$ cat src/hw/ffh_pkg.sv
// Purpose: Shared constants for the fault flag and halt control block.
// Assumes: One 20 MHz processor clock; register port with 4-bit byte addresses.
// Notes:   Every offset, field position and count lives here, with the fault, control-flag and word reset values.
package ffh_pkg;

    // ------------------------------------------------------------------
    // Register map
    // ------------------------------------------------------------------
    localparam logic [3:0] ADDR_CTRL   = 4'h0;  // Control flags, write one to set fault.
    localparam logic [3:0] ADDR_STATUS = 4'h4;  // Live flags and halt state.
    localparam logic [3:0] ADDR_IPTR   = 4'h8;  // Instruction pointer captured at halt.
    localparam logic [3:0] ADDR_TOPREG = 4'hc;  // Top evaluation-stack register.

    // Control register fields.
    localparam int CTRL_HOF_BIT     = 0;  // Halt-on-fault flag.
    localparam int CTRL_BPJ_BIT     = 1;  // Breakpoint jump enable flag.
    localparam int CTRL_SETF_BIT    = 2;  // Write one to set the fault flag.
    localparam int CTRL_REFRESH_BIT = 3;  // Memory refresh enable.

    // Status register fields.
    localparam int STAT_FAULT_BIT   = 0;  // Internal fault flag.
    localparam int STAT_HALTED_BIT  = 1;  // Processor is halted.
    localparam int STAT_CAUSE_BIT   = 2;  // One when the halt came from analysis.
    localparam int STAT_CHAIN_BIT   = 3;  // Synchronised chained fault input.
    localparam int STAT_ANALYSE_BIT = 4;  // Synchronised analysis request.
    localparam int STAT_PREEMPT_BIT = 5;  // High-priority work in progress.

    // ------------------------------------------------------------------
    // Reset values
    // ------------------------------------------------------------------
    // The fault flag has no meaningful power-up value; a constant is used.
    localparam logic       FAULT_PWRUP   = 1'b0;
    localparam logic       HOF_RST       = 1'b0;
    localparam logic       BPJ_RST       = 1'b0;
    localparam logic       REFRESH_RST   = 1'b1;
    localparam logic [31:0] WORD_RST     = 32'h0000_0000;

    // ------------------------------------------------------------------
    // Timing and pointer offsets
    // ------------------------------------------------------------------
    localparam int SYS_CLK_HZ       = 20_000_000;   // Processor clock rate.
    localparam int REF_CLK_NS       = 200;          // Reference clock period.
    localparam int RST_MIN_REF      = 8;            // Least reset width, reference periods.
    // Least reset width in processor cycles, rounded up.
    localparam int RST_MIN_CYC =
        (RST_MIN_REF * REF_CLK_NS * (SYS_CLK_HZ / 1_000_000) + 999) / 1000;
    localparam logic [5:0] RST_MIN_CNT = RST_MIN_CYC[5:0];
    localparam logic [31:0] IP_FAULT_ADV  = 32'h0000_0002;  // Bytes past faulting op.
    localparam logic [31:0] IP_ANALYSE_ADV = 32'h0000_0001; // Bytes past current op.

    // Halt sequencing states.
    typedef enum logic [1:0] {
        ST_RUN,
        ST_WAIT_DESCHED,
        ST_HALTED
    } ffh_state_e;

    // Saved flag pair: bit 1 is halt-on-fault, bit 0 is fault.
    typedef logic [1:0] ffh_flags_t;

endpackage

$ cat src/hw/ffh_save_if.sv
// Purpose: Carries the saved flag pair between the control block and its store.
// Assumes: Same clock on both ends.
// Notes:   Read data are registered inside the store.
interface ffh_save_if;
    logic                wr_en;     // Capture the live flags.
    ffh_pkg::ffh_flags_t wr_flags;  // Flags to keep.
    ffh_pkg::ffh_flags_t rd_flags;  // Flags kept, from a register.

    modport ctrl  (output wr_en, output wr_flags, input rd_flags);
    modport store (input wr_en, input wr_flags, output rd_flags);
endinterface

$ cat src/hw/ffh_core.sv
// Purpose: Fault flag, halt-on-fault, analysis halt and pointer capture.
// Assumes: Processor event inputs are on clk_sys_i; pins are asynchronous.
// Notes:   All state freezes while ce_i is low.
//
// The register addresses and strobed register access were left to the implementer.
module ffh_core
    import ffh_pkg::*;
(
    input  wire logic        clk_sys_i,        // Processor clock, 20 MHz.
    input  wire logic        rst_b_i,          // Power-on reset, active low.
    input  wire logic        ce_i,             // Clock enable.
    // Register port.
    input  wire logic [3:0]  reg_addr_i,       // Byte address.
    input  wire logic [31:0] reg_wdata_i,      // Write data.
    input  wire logic        reg_we_i,         // Write strobe.
    input  wire logic        reg_re_i,         // Read strobe.
    output logic      [31:0] reg_rdata_o,      // Read data, one cycle later.
    // Asynchronous pins.
    input  wire logic        chained_fault_i,  // Fault from the previous device.
    input  wire logic        analyse_i,        // Analysis request.
    input  wire logic        reset_pin_i,      // Processor reset pin, high active.
    // Execution unit, same clock.
    input  wire logic        ovf_i,            // Arithmetic overflow.
    input  wire logic        div0_i,           // Division by zero.
    input  wire logic        bound_i,          // Array bound violation.
    input  wire logic        fault_test_i,     // Fault-test instruction executes.
    input  wire logic [31:0] instr_ip_i,       // Address of executing instruction.
    input  wire logic        preempt_i,        // High priority pre-empts low.
    input  wire logic        hp_done_i,        // High priority work finished.
    input  wire logic        desched_i,        // Descheduling point reached.
    // Outputs.
    output logic             fault_o,          // Fault pin.
    output logic             proc_run_o,       // Processes may run.
    output logic             links_halt_o,     // Links finish then go idle.
    output logic             out_fetch_en_o,   // Output links may fetch memory.
    output logic             refresh_en_o,     // Memory refresh enable.
    output logic             bpj_en_o,         // Breakpoint jump enable flag.
    output logic      [31:0] areg_o            // Top evaluation-stack register.
);

    // ------------------------------------------------------------------
    // Declarations
    // ------------------------------------------------------------------
    logic [2:0]  s1_q, s2_q, s3_q;    // Pin chains: chained, analyse, reset.
    logic [2:0]  filt_q, filt_d;      // Filtered pin levels.
    ffh_state_e  st_q, st_d;          // Halt state.
    logic        fault_q, fault_d;    // Internal fault flag.
    logic        hof_q, hof_d;        // Halt-on-fault flag.
    logic        bpj_q, bpj_d;        // Breakpoint jump enable.
    logic        refr_q, refr_d;      // Refresh enable.
    logic        cause_q, cause_d;    // One when halted by analysis.
    logic        hp_q, hp_d;          // High-priority work active.
    logic [5:0]  rcnt_q, rcnt_d;      // Reset pin high length.
    logic [31:0] ip_q, ip_d;          // Captured pointer.
    logic [31:0] areg_q, areg_d;      // Top stack register.
    logic [31:0] rdata_q, rdata_d;    // Read data.
    logic        chain_s, anl_s, rst_s;
    logic        ctrl_wr;             // Write to control register.
    logic        fault_rise;          // A set on a clear flag with halt-on-fault on, no restore.
    logic        fault_set;           // A set event this cycle.
    logic        restore;             // Saved pair comes back this cycle.
    logic        rst_event;           // Qualified reset release.

    ffh_save_if save ();

    // Advances a pointer by a fixed number of bytes.
    function automatic logic [31:0] ip_adv(input logic [31:0] ip, input logic [31:0] n);
        ip_adv = ip + n;
    endfunction

    // ------------------------------------------------------------------
    // Pin synchronisers
    // ------------------------------------------------------------------
    // Only the second stage reads the first; the filter compares two and three.
    always_ff @(posedge clk_sys_i or negedge rst_b_i) begin
        if (!rst_b_i) begin
            s1_q <= 3'h0;
            s2_q <= 3'h0;
            s3_q <= 3'h0;
        end else if (ce_i) begin
            s1_q <= {reset_pin_i, analyse_i, chained_fault_i};
            s2_q <= s1_q;
            s3_q <= s2_q;
        end
    end

    // Filtered levels move only when the last two stages agree.
    always_comb begin
        filt_d = filt_q;
        for (int i = 0; i < 3; i++) begin
            if (s2_q[i] == s3_q[i]) begin
                filt_d[i] = s3_q[i];
            end
        end
    end

    assign chain_s = filt_q[0];
    assign anl_s   = filt_q[1];
    assign rst_s   = filt_q[2];

    // ------------------------------------------------------------------
    // Flag and halt next-state logic
    // ------------------------------------------------------------------
    assign ctrl_wr   = reg_we_i && (reg_addr_i == ADDR_CTRL);
    // A short reset pulse is not trusted; only a full-width one counts.
    assign rst_event = filt_q[2] && !filt_d[2] && (rcnt_q >= RST_MIN_CNT);

    always_comb begin
        st_d    = st_q;
        hof_d   = hof_q;
        bpj_d   = bpj_q;
        refr_d  = refr_q;
        cause_d = cause_q;
        hp_d    = hp_q;
        ip_d    = ip_q;
        areg_d  = areg_q;
        fault_d = fault_q;
        rcnt_d  = rst_s ? ((rcnt_q == 6'h3f) ? rcnt_q : rcnt_q + 6'h01) : 6'h00;
        // Clear comes first so that a set in the same cycle wins.
        if (fault_test_i) begin
            fault_d = 1'b0;
        end
        if (fault_set) begin
            fault_d = 1'b1;
        end
        if (ctrl_wr) begin
            hof_d  = reg_wdata_i[CTRL_HOF_BIT];
            bpj_d  = reg_wdata_i[CTRL_BPJ_BIT];
            refr_d = reg_wdata_i[CTRL_REFRESH_BIT];
        end
        // Pre-emption keeps the live pair as the high-priority copy.
        if (preempt_i && !hp_q) begin
            hp_d = 1'b1;
        end else if (hp_done_i && hp_q) begin
            hp_d    = 1'b0;
            fault_d = save.rd_flags[0];
            hof_d   = save.rd_flags[1];
        end
        case (st_q)
            ST_RUN: begin
                if (fault_rise) begin
                    st_d    = ST_HALTED;
                    cause_d = 1'b0;
                    ip_d    = ip_adv(instr_ip_i, IP_FAULT_ADV);
                    areg_d  = ip_adv(instr_ip_i, IP_FAULT_ADV);
                end else if (anl_s) begin
                    st_d = ST_WAIT_DESCHED;
                end
            end
            ST_WAIT_DESCHED: begin
                // High-priority work runs to completion before the stop.
                if (fault_rise) begin
                    st_d    = ST_HALTED;
                    cause_d = 1'b0;
                    ip_d    = ip_adv(instr_ip_i, IP_FAULT_ADV);
                    areg_d  = ip_adv(instr_ip_i, IP_FAULT_ADV);
                end else if (desched_i && !hp_q) begin
                    st_d    = ST_HALTED;
                    cause_d = 1'b1;
                    ip_d    = ip_adv(instr_ip_i, IP_ANALYSE_ADV);
                    areg_d  = ip_adv(instr_ip_i, IP_ANALYSE_ADV);
                end
            end
            ST_HALTED: begin
                st_d = ST_HALTED;
            end
            default: begin
                st_d = ST_RUN;
            end
        endcase
        // A full reset pulse restarts the processor; the fault flag stays.
        if (rst_event) begin
            st_d    = ST_RUN;
            cause_d = 1'b0;
            hp_d    = 1'b0;
            if (!anl_s) begin
                hof_d = HOF_RST;
                bpj_d = BPJ_RST;
            end
        end
    end

    // Sources that set the flag; a fault-test in the same cycle loses to them.
    assign fault_set  = ovf_i || div0_i || bound_i || (ctrl_wr && reg_wdata_i[CTRL_SETF_BIT]);
    assign restore    = hp_done_i && hp_q;
    // A halt needs a real set while halt-on-fault is already set. A restore
    // that brings back a set low-priority flag is not a new fault. Working
    // from fault_set rather than fault_d also keeps this out of a loop.
    assign fault_rise = !fault_q && fault_set && hof_q && !restore;

    // ------------------------------------------------------------------
    // State registers
    // ------------------------------------------------------------------
    always_ff @(posedge clk_sys_i or negedge rst_b_i) begin
        if (!rst_b_i) begin
            filt_q  <= 3'h0;
            st_q    <= ST_RUN;
            fault_q <= FAULT_PWRUP;
            hof_q   <= HOF_RST;
            bpj_q   <= BPJ_RST;
            refr_q  <= REFRESH_RST;
            cause_q <= 1'b0;
            hp_q    <= 1'b0;
            rcnt_q  <= 6'h00;
            ip_q    <= WORD_RST;
            areg_q  <= WORD_RST;
        end else if (ce_i) begin
            filt_q  <= filt_d;
            st_q    <= st_d;
            fault_q <= fault_d;
            hof_q   <= hof_d;
            bpj_q   <= bpj_d;
            refr_q  <= refr_d;
            cause_q <= cause_d;
            hp_q    <= hp_d;
            rcnt_q  <= rcnt_d;
            ip_q    <= ip_d;
            areg_q  <= areg_d;
        end
    end

    // ------------------------------------------------------------------
    // Flag store for pre-emption
    // ------------------------------------------------------------------
    assign save.wr_en    = preempt_i && !hp_q;
    assign save.wr_flags = {hof_q, fault_q};

    ffh_flag_store u_store (
        .clk_sys_i (clk_sys_i),
        .rst_b_i   (rst_b_i),
        .ce_i      (ce_i),
        .save      (save.store)
    );

    // ------------------------------------------------------------------
    // Register read
    // ------------------------------------------------------------------
    // Read data appear in the cycle after the strobe only; unmapped reads zero.
    always_comb begin
        rdata_d = 32'h0000_0000;
        if (reg_re_i) begin
            case (reg_addr_i)
                ADDR_CTRL: begin
                    rdata_d[CTRL_HOF_BIT]     = hof_q;
                    rdata_d[CTRL_BPJ_BIT]     = bpj_q;
                    rdata_d[CTRL_REFRESH_BIT] = refr_q;
                end
                ADDR_STATUS: begin
                    rdata_d[STAT_FAULT_BIT]   = fault_q;
                    rdata_d[STAT_HALTED_BIT]  = (st_q == ST_HALTED);
                    rdata_d[STAT_CAUSE_BIT]   = cause_q;
                    rdata_d[STAT_CHAIN_BIT]   = chain_s;
                    rdata_d[STAT_ANALYSE_BIT] = anl_s;
                    rdata_d[STAT_PREEMPT_BIT] = hp_q;
                end
                ADDR_IPTR: begin
                    rdata_d = ip_q;
                end
                ADDR_TOPREG: begin
                    rdata_d = areg_q;
                end
                default: begin
                    rdata_d = 32'h0000_0000;
                end
            endcase
        end
    end

    // Read data register only.
    always_ff @(posedge clk_sys_i or negedge rst_b_i) begin
        if (!rst_b_i) begin
            rdata_q <= WORD_RST;
        end else if (ce_i) begin
            rdata_q <= rdata_d;
        end
    end

    // ------------------------------------------------------------------
    // Outputs
    // ------------------------------------------------------------------
    assign reg_rdata_o    = rdata_q;
    assign fault_o        = fault_q | chain_s;
    assign proc_run_o     = (st_q != ST_HALTED);
    assign links_halt_o   = (st_q == ST_HALTED);
    assign out_fetch_en_o = !anl_s;
    assign refresh_en_o   = refr_q;
    assign bpj_en_o       = bpj_q;
    assign areg_o         = areg_q;
endmodule

$ cat src/hw/ffh_flag_store.sv
// Purpose: Holds the low-priority flag pair while high-priority work runs.
// Assumes: One write per pre-emption; writes are frozen with the clock enable.
// Notes:   The output is a register so that restore sees a stable value.
module ffh_flag_store
    import ffh_pkg::*;
(
    input  wire logic  clk_sys_i,   // Processor clock.
    input  wire logic  rst_b_i,     // Asynchronous reset, active low.
    input  wire logic  ce_i,        // Clock enable.
    ffh_save_if.store  save         // Save port.
);

    ffh_flags_t mem_q;   // Stored pair.
    ffh_flags_t mem_d;
    ffh_flags_t rd_q;    // Registered read copy.
    ffh_flags_t rd_d;

    // ------------------------------------------------------------------
    // Next values
    // ------------------------------------------------------------------
    // The copy follows the store one cycle late, which restore tolerates.
    always_comb begin
        mem_d = save.wr_en ? save.wr_flags : mem_q;
        rd_d  = mem_q;
    end

    // Registers only.
    always_ff @(posedge clk_sys_i or negedge rst_b_i) begin
        if (!rst_b_i) begin
            mem_q <= 2'h0;
            rd_q  <= 2'h0;
        end else if (ce_i) begin
            mem_q <= mem_d;
            rd_q  <= rd_d;
        end
    end

    assign save.rd_flags = rd_q;

endmodule

$ cat config.mk
export PLATFORM = sky130hd
export DESIGN_NAME = ffh_core
export DESIGN_NICKNAME = d
export VERILOG_FILES = /design/src/hw/ffh_pkg.sv /design/src/hw/ffh_save_if.sv /design/src/hw/ffh_core.sv /design/src/hw/ffh_flag_store.sv
export SDC_FILE = /design/constraint.sdc
export NUM_CORES = 1
export LEC_CHECK = 0
export BUFFER_PORTS_ARGS = -buffer_cell sky130_fd_sc_hd__buf_2
export CORE_UTILIZATION = 46
export DETAILED_ROUTE_END_ITERATION = 8
export GPL_ROUTABILITY_DRIVEN = 0
export PLACE_DENSITY = 0.84
export SLEW_MARGIN = 5
export SYNTH_ARGS = -nofsm -noshare
export SYNTH_HDL_FRONTEND = slang
export SYNTH_SLANG_ARGS = --single-unit
$ cat constraint.sdc
create_clock -name clk_sys_i -period 1.9 [get_ports clk_sys_i]
set_input_delay 0.285 -clock clk_sys_i [delete_from_list [all_inputs] [get_ports clk_sys_i]]
set_output_delay 0.285 -clock clk_sys_i [all_outputs]
set_load 0.03 [all_outputs]
Word-level counts from Yosys, hierarchy flattened. Index checks and enable logic that the tools add are counted.

Output and inout bits: 70. Input bits: 83. Flip-flop bits (word level): 94.

Multiplexer cells: 39. Add/sub/neg operators: 3. Eq/ne operators: 16. Bitwise gates (word level): 1. Reductions and logical operators: 33. Order comparisons: 1.

Operators with widths (number): 32-bit 2-to-1 mux (4); 32-bit one-hot mux with 2 select lines (1); 32-bit by 1-bit adder with 32-bit output (second input constant) (1); 32-bit by 2-bit adder with 32-bit output (second input constant) (1); 26-bit 2-to-1 mux (1); 1-bit 2-to-1 mux (20); 6-bit 2-to-1 mux (2); 2-bit one-hot mux with 3 select lines (2); 2-bit AND reduction (6); 1-bit logical AND (10); 2-bit 2-to-1 mux (5); 4-bit == test (second input constant) (2); 4-bit inequality test (second input constant) (2); 4-bit AND reduction (2); 6-bit by 1-bit adder with 6-bit output (second input constant) (1); 6-bit == test (second input constant) (1); 6-bit greater-or-equal comparator (second input constant) (1); 2-bit inequality test (second input constant) (3); 3-bit inequality test (second input constant) (2); 3-bit nonzero test (2); 1-bit logical NOT (5); 4-bit by 3-bit == test with 1-bit output (second input constant) (1); 4-bit logical NOT (1); 1-bit one-hot mux with 2 select lines (2); other kinds (11) (15).

Longest topological paths before layout.
Depth after elaboration: 10. Mapped depth: 9.

By module. From an unflattened synthesis, not the netlist that was laid out.

Cells, all modules: 513. Area total of the unflattened synthesis: 4830.9 µm².

By module, submodules not included: ffh_core (area an instance 4672.0 µm², instances 1, cells an instance 504); ffh_flag_store (area an instance 158.9 µm², instances 1, cells an instance 9).

Least setup slack after synthesis. Ideal clock, no wire load.

Path type: flip-flop to flip-flop. Start point: register hp_q. End point: register areg_q[20], in the netlist areg_o[20]. Required time: 1.760 ns. Clock period less this slack: 2.042 ns. Stages on the path, launching flop included: 9. Buffers on the path: 2. Setup slack: -0.142 ns. Library setup time: 0.140 ns. Data arrival time: 1.902 ns. Cell sequence: dfrtp_1 > and2_1 > clkbuf_1 > o21a_1 > a211o_4 > buf_6 > a2111oi_4 > xnor2_1 > a21oi_1.

Word-level cells in the longest chain between the ends: 5. Elaborated cells between the ends (all ways): 10. Those cells by class: eq/ne: 2; mux: 2; reduce/logical: 6.

RTL lines: from (decl) (RTL line ffh_core.sv:52) `logic hp_q, hp_d;`; from (signal assigned) (RTL line ffh_core.sv:215) `hp_q <= hp_d;`; 1-bit logical AND (RTL line ffh_core.sv:185) `assign restore = hp_done_i && hp_q;`; 1-bit logical NOT (RTL line ffh_core.sv:189) `assign fault_rise = !fault_q && fault_set && hof_q && !restore;`; 1-bit logical AND (RTL line ffh_core.sv:189); 3-bit inequality test (no source line) (tied with other cells); 4-bit AND reduction (no source line) or 32-bit one-hot mux with 2 select lines (tied branches); to (signal assigned) (RTL line ffh_core.sv:218) `areg_q <= areg_d;`; to (decl) (RTL line ffh_core.sv:55) `logic [31:0] areg_q, areg_d;`.

Several ways; a longest one is shown, not always the timed one. A chain may end at the register's enable or synchronous reset.

Worst setup path after layout.
Start point: register st_q[1]. End point: register areg_q[4], in the netlist areg_o[4].

Word-level cells in the longest chain between the ends: 3. Elaborated cells between the ends (all ways): 7. Those cells by class: eq/ne: 3; mux: 1; reduce/logical: 3.

RTL lines: from (decl) (RTL line ffh_core.sv:46) `ffh_state_e st_q, st_d;`; from (signal assigned) (RTL line ffh_core.sv:209) `st_q <= st_d;`; 2-bit by 1-bit == test with 1-bit output or 2-bit logical NOT (tied branches) (RTL line ffh_core.sv:139) `case (st_q)`; 3-bit inequality test (no source line) (tied with other cells); 4-bit AND reduction (no source line).

Several ways; a longest one is shown, not always the timed one.

==> impl_metrics.env <==
export IMPL_boundaryPins=153
export IMPL_synth_top_cells_by_area="sky130_fd_sc_hd__dfrtp_1 48%, sky130_fd_sc_hd__a21oi_1 5.0%, sky130_fd_sc_hd__o21ai_0 4.8%, sky130_fd_sc_hd__xnor2_1 4.7%, sky130_fd_sc_hd__nand2_1 4.0%"
export IMPL_critical_path_reg2reg_endpoint="areg_o[4]$_DFFE_PN0P_"
export IMPL_r2r_start="st_q[1]$_DFFE_PN0P_"
export IMPL_first_global_vias=4732
export IMPL_cp_slowest_stage_delay_ns=0.42
export IMPL_finish_instance_area_mm2=0.00683
export IMPL_area_growth_synth_to_final_pct=40.9
export IMPL_fmax_ghz=0.490
export IMPL_drc_violations_left=2
export IMPL_synthesis_yosys_warnings=0
export IMPL_drt_iter0_markers=436
export IMPL_postSynth_asyncResetShare_pct=100
export IMPL_cp_required_ns=2.19
export IMPL_syn_area_per_cell_um2=9.28
export IMPL_vdd_ir_drop_max_mv=0.601
export IMPL_cts_num_sinks=94
export IMPL_floorplan_initialDensity_pct=47.1
export IMPL_setup_viol_count_final=33
export IMPL_dpl_instance_area_mm2=0.00602
export IMPL_grt_setup_unrepaired="yes"
export IMPL_worst_hold_slack_ns=0.137
export IMPL_fin_nets=792
export IMPL_finalClockSkew_ns=0.0135
export IMPL_grt_overflow=0
export IMPL_setup_tns_final_ns=-2.07
export IMPL_placement_io_buffers=124
export IMPL_period_share_pct=107
export IMPL_final_hold_viol_count=0
export IMPL_final_util_pct=66.4
export IMPL_max_slew_worst_pin_slew_ns=0.554
export IMPL_cellPowerDensity_mw_per_mm2=1190
export IMPL_ctsLongestPathBuffers=2
export IMPL_grt_first_pass_wirelength_mm=23.5
export IMPL_violations="design-rule violations, negative setup slack"
export IMPL_htreeDepth=3
export IMPL_max_cap_viol_count=0
export IMPL_grt_start_max_net_pins=39
export IMPL_detailedPlacementHpwl_mm=9.69
export IMPL_headroom_to_the_max_slew_limit_pct=63.1
export IMPL_yosysSeqAreaShare_pct=48.6
export IMPL_min_delay_path_class="in2reg"
export IMPL_critPathCaptureType="flip-flop"
export IMPL_synthesis_nets=613
export IMPL_n_antenna_cell=0
export IMPL_core_area_mm2=0.0103
export IMPL_worst_setup_path_endpoint="areg_o[4]$_DFFE_PN0P_"
export IMPL_min_period_ns=2.04
export IMPL_worst_ep_arrival_time_ns=2.33
export IMPL_timing_critical_path_cells="inv_2, ha_4, buf_4, a211o_4, and2_4, or3_1, a31oi_1"
export IMPL_yosys_cell_types_count=51
export IMPL_detail_route_vias_per_cell=5.73
export IMPL_site_row_count=37
export IMPL_regToRegSetupSlack_ns=-0.14
export IMPL_ant_nets=0
export IMPL_tritoncts_buffers=9
export IMPL_synthCells=522
export IMPL_synth_seq_cells=94
export IMPL_fp_dieArea_mm2=0.0109
export IMPL_synth_cell_area_mm2=0.00484
export IMPL_post_route_worst_setup_slack_ns=-0.141
export IMPL_layoutNonFillerInstCount=842
export IMPL_worst_skew_pair_late_latency_ns=0.38
export IMPL_place_detailed_instances=808
export IMPL_yosys_area_top_type="sky130_fd_sc_hd__dfrtp_1"
export IMPL_grt_antenna_before_repair=0
export IMPL_total_wire_length_mm=15.7
export IMPL_timing_max_transition_violations_final=0
export IMPL_critical_path_slowest_cell="sky130_fd_sc_hd__a211o_4"
export IMPL_reg2regPathDepth=7
export IMPL_status="complete, but fails checks"
export IMPL_grt_use_total_pct=27.4
export IMPL_synth_flop_cell="sky130_fd_sc_hd__dfrtp_1"
export IMPL_synth_enable_flop_cells=0
export IMPL_startpoint="st_q[1]$_DFFE_PN0P_"
export IMPL_worstSetupStartpointType="flip-flop"
export IMPL_critical_path_max_fanout=7
export IMPL_die_w_um=105
export IMPL_worst_setup_path_type="reg2reg"
export IMPL_wl_per_cell_um=18.6
export IMPL_ctsRootBufferMaster="sky130_fd_sc_hd__clkbuf_8"
export IMPL_cts_tree="done"
export IMPL_num_vias=4826
export IMPL_drive_above_1_share_pct=44.1
export IMPL_leakagePower_nw=2.97
export IMPL_netlist_area_leader_share_pct=48.0
export IMPL_first_pass_iters=7
export IMPL_clkTransAtPathRegs_ns=0.09
export IMPL_die_height_um=105
power by group:
| part | total, mW | switching [mW] | internal [mW] |
|---|---|---|---|
| Sequential | 3.10 | 0.563 | 2.53 |
| Clock | 1.38 | 0.729 | 0.648 |
| Combinational | 3.68 | 2.20 | 1.49 |
cell usage after synthesis, types with 3 or more instances:
| master | count |
|---|---|
| sky130_fd_sc_hd__a22oi_1 | 3 |
| sky130_fd_sc_hd__o211ai_1 | 4 |
| sky130_fd_sc_hd__mux2i_1 | 5 |
| sky130_fd_sc_hd__nor4_1 | 7 |
| sky130_fd_sc_hd__nor3_1 | 13 |
| sky130_fd_sc_hd__mux2_2 | 16 |
| sky130_fd_sc_hd__nand2b_1 | 7 |
| sky130_fd_sc_hd__nand2_1 | 52 |
| sky130_fd_sc_hd__or3_1 | 5 |
| sky130_fd_sc_hd__dfrtp_1 | 93 |
| sky130_fd_sc_hd__nand3_1 | 15 |
| sky130_fd_sc_hd__o21ai_0 | 46 |
| sky130_fd_sc_hd__a2111oi_1 | 3 |
| sky130_fd_sc_hd__inv_1 | 48 |
| sky130_fd_sc_hd__a211oi_1 | 4 |
| sky130_fd_sc_hd__o22ai_1 | 3 |
| sky130_fd_sc_hd__ha_1 | 8 |
| sky130_fd_sc_hd__nor2_1 | 45 |
| sky130_fd_sc_hd__nand4_1 | 9 |
| sky130_fd_sc_hd__a2111oi_4 | 3 |
| sky130_fd_sc_hd__xnor2_1 | 26 |
| sky130_fd_sc_hd__clkbuf_1 | 21 |
| sky130_fd_sc_hd__a31oi_1 | 3 |
| sky130_fd_sc_hd__a21oi_1 | 48 |
timing repair:
item                                    CTS  global route
endpoints found under the setup margin   32            34
cloned                                    2             2
hold buffers                              1             0
hold endpoints to repair                 35             0
resized for setup                        38            64
pin swaps                                 9             9
buffers inserted                          9             4
worst min path at each step:
stage | startpoint | depth (start not counted) | slack, ns | endpoint
final | analyse_i | 2 | 0.14 | s1_q[1]$_DFFE_PN0P_
after global routing | reset_pin_i | 2 | 0.14 | s1_q[2]$_DFFE_PN0P_
after CTS | analyse_i | 2 | 0.13 | s1_q[1]$_DFFE_PN0P_
after detailed placement | rst_b_i | 1 | 0.30 | reg_rdata_o[18]$_DFFE_PN0P_
after global placement | rst_b_i | 1 | 0.29 | reg_rdata_o[19]$_DFFE_PN0P_
after floorplan | rst_b_i | 0 | -0.01 | areg_o[0]$_DFFE_PN0P_
kinds of logic after synthesis:
logic type                 synth area share [%]
and+or+nand+nor                            16.6
adders and majority gates                  2.07
xor gates and xnor gates                   4.88
buffers and inverters                      6.09
muxes                                      4.75
AOI/OAI and AO/OA                          17.0
DFF                                        48.6
sequential cells by signal, summed over array words and instances, names as in the netlist, 3 cells and up:
register	cells
areg_o	32
reg_rdata_o	32
rcnt_q	6
filt_q	3
s1_q	3
s2_q	3
s3_q	3
routing by layer:
layer  global-route usage, %  share of wire (%)
met1                    32.7                 39
met2                    45.2                 49
met3                    5.86                6.9
met4                    16.5                4.6
met5                       0                  0
per-stage QoR:
step	power (mW)	worst slack, ns
after global placement	5.75	-0.178
after detailed placement	5.88	-0.255
after CTS	7.58	-0.0252
after global routing	8.53	-0.210
after floorplan	4.76	-0.0849
final	8.16	-0.141
worst max-delay path, delay by kind of cell (launching register included):
family          cells  cell delay [ns]
compound gates      2             0.62
simple gates        2             0.56
flops               1             0.39
buf+inv             2             0.21
fa+ha+maj           1             0.18
layout by cell type, fill, tap and decap left out, types with 3 or more instances in the layout:
cell	synthesis	routed
sky130_fd_sc_hd__a2111oi_4	3	6
sky130_fd_sc_hd__buf_2	2	122
sky130_fd_sc_hd__o211ai_1	4	4
sky130_fd_sc_hd__mux2_2	16	15
sky130_fd_sc_hd__ha_1	8	5
sky130_fd_sc_hd__nand2_1	52	51
sky130_fd_sc_hd__buf_12	0	5
sky130_fd_sc_hd__xnor2_1	26	26
sky130_fd_sc_hd__a21oi_1	48	30
sky130_fd_sc_hd__nand2b_1	7	4
sky130_fd_sc_hd__o21ai_1	1	3
sky130_fd_sc_hd__nand4_1	9	9
sky130_fd_sc_hd__nand2b_4	0	3
sky130_fd_sc_hd__nor2_1	45	18
sky130_fd_sc_hd__buf_6	2	8
sky130_fd_sc_hd__nor2_2	0	19
sky130_fd_sc_hd__a21oi_2	2	20
sky130_fd_sc_hd__buf_4	0	53
sky130_fd_sc_hd__inv_1	48	46
sky130_fd_sc_hd__nor3_1	13	12
sky130_fd_sc_hd__ha_4	0	3
sky130_fd_sc_hd__or3_1	5	4
sky130_fd_sc_hd__nand3_1	15	11
sky130_fd_sc_hd__nor2_4	0	8
sky130_fd_sc_hd__a211oi_1	4	4
sky130_fd_sc_hd__dfrtp_1	93	92
sky130_fd_sc_hd__o22ai_1	3	3
sky130_fd_sc_hd__mux2i_1	5	5
sky130_fd_sc_hd__a31oi_1	3	3
sky130_fd_sc_hd__clkbuf_8	0	10
sky130_fd_sc_hd__o21ai_0	46	43
sky130_fd_sc_hd__nand3_2	0	4
sky130_fd_sc_hd__a22oi_1	3	3
sky130_fd_sc_hd__nor4_1	7	3
layout make-up:
| cell class | count | area (µm²) |
|---|---|---|
| Clock buffer | 11 | 141 |
| Clock inverter | 5 | 57.6 |
| Fill cell | 758 | 3450 |
| Inverter | 48 | 183 |
| Multi-Input combinational cell | 355 | 2620 |
| Sequential cell | 94 | 2350 |
| Tap cell | 136 | 170 |
| Timing Repair Buffer | 193 | 1300 |
Note: power is estimated with default switching activity, not from simulation.
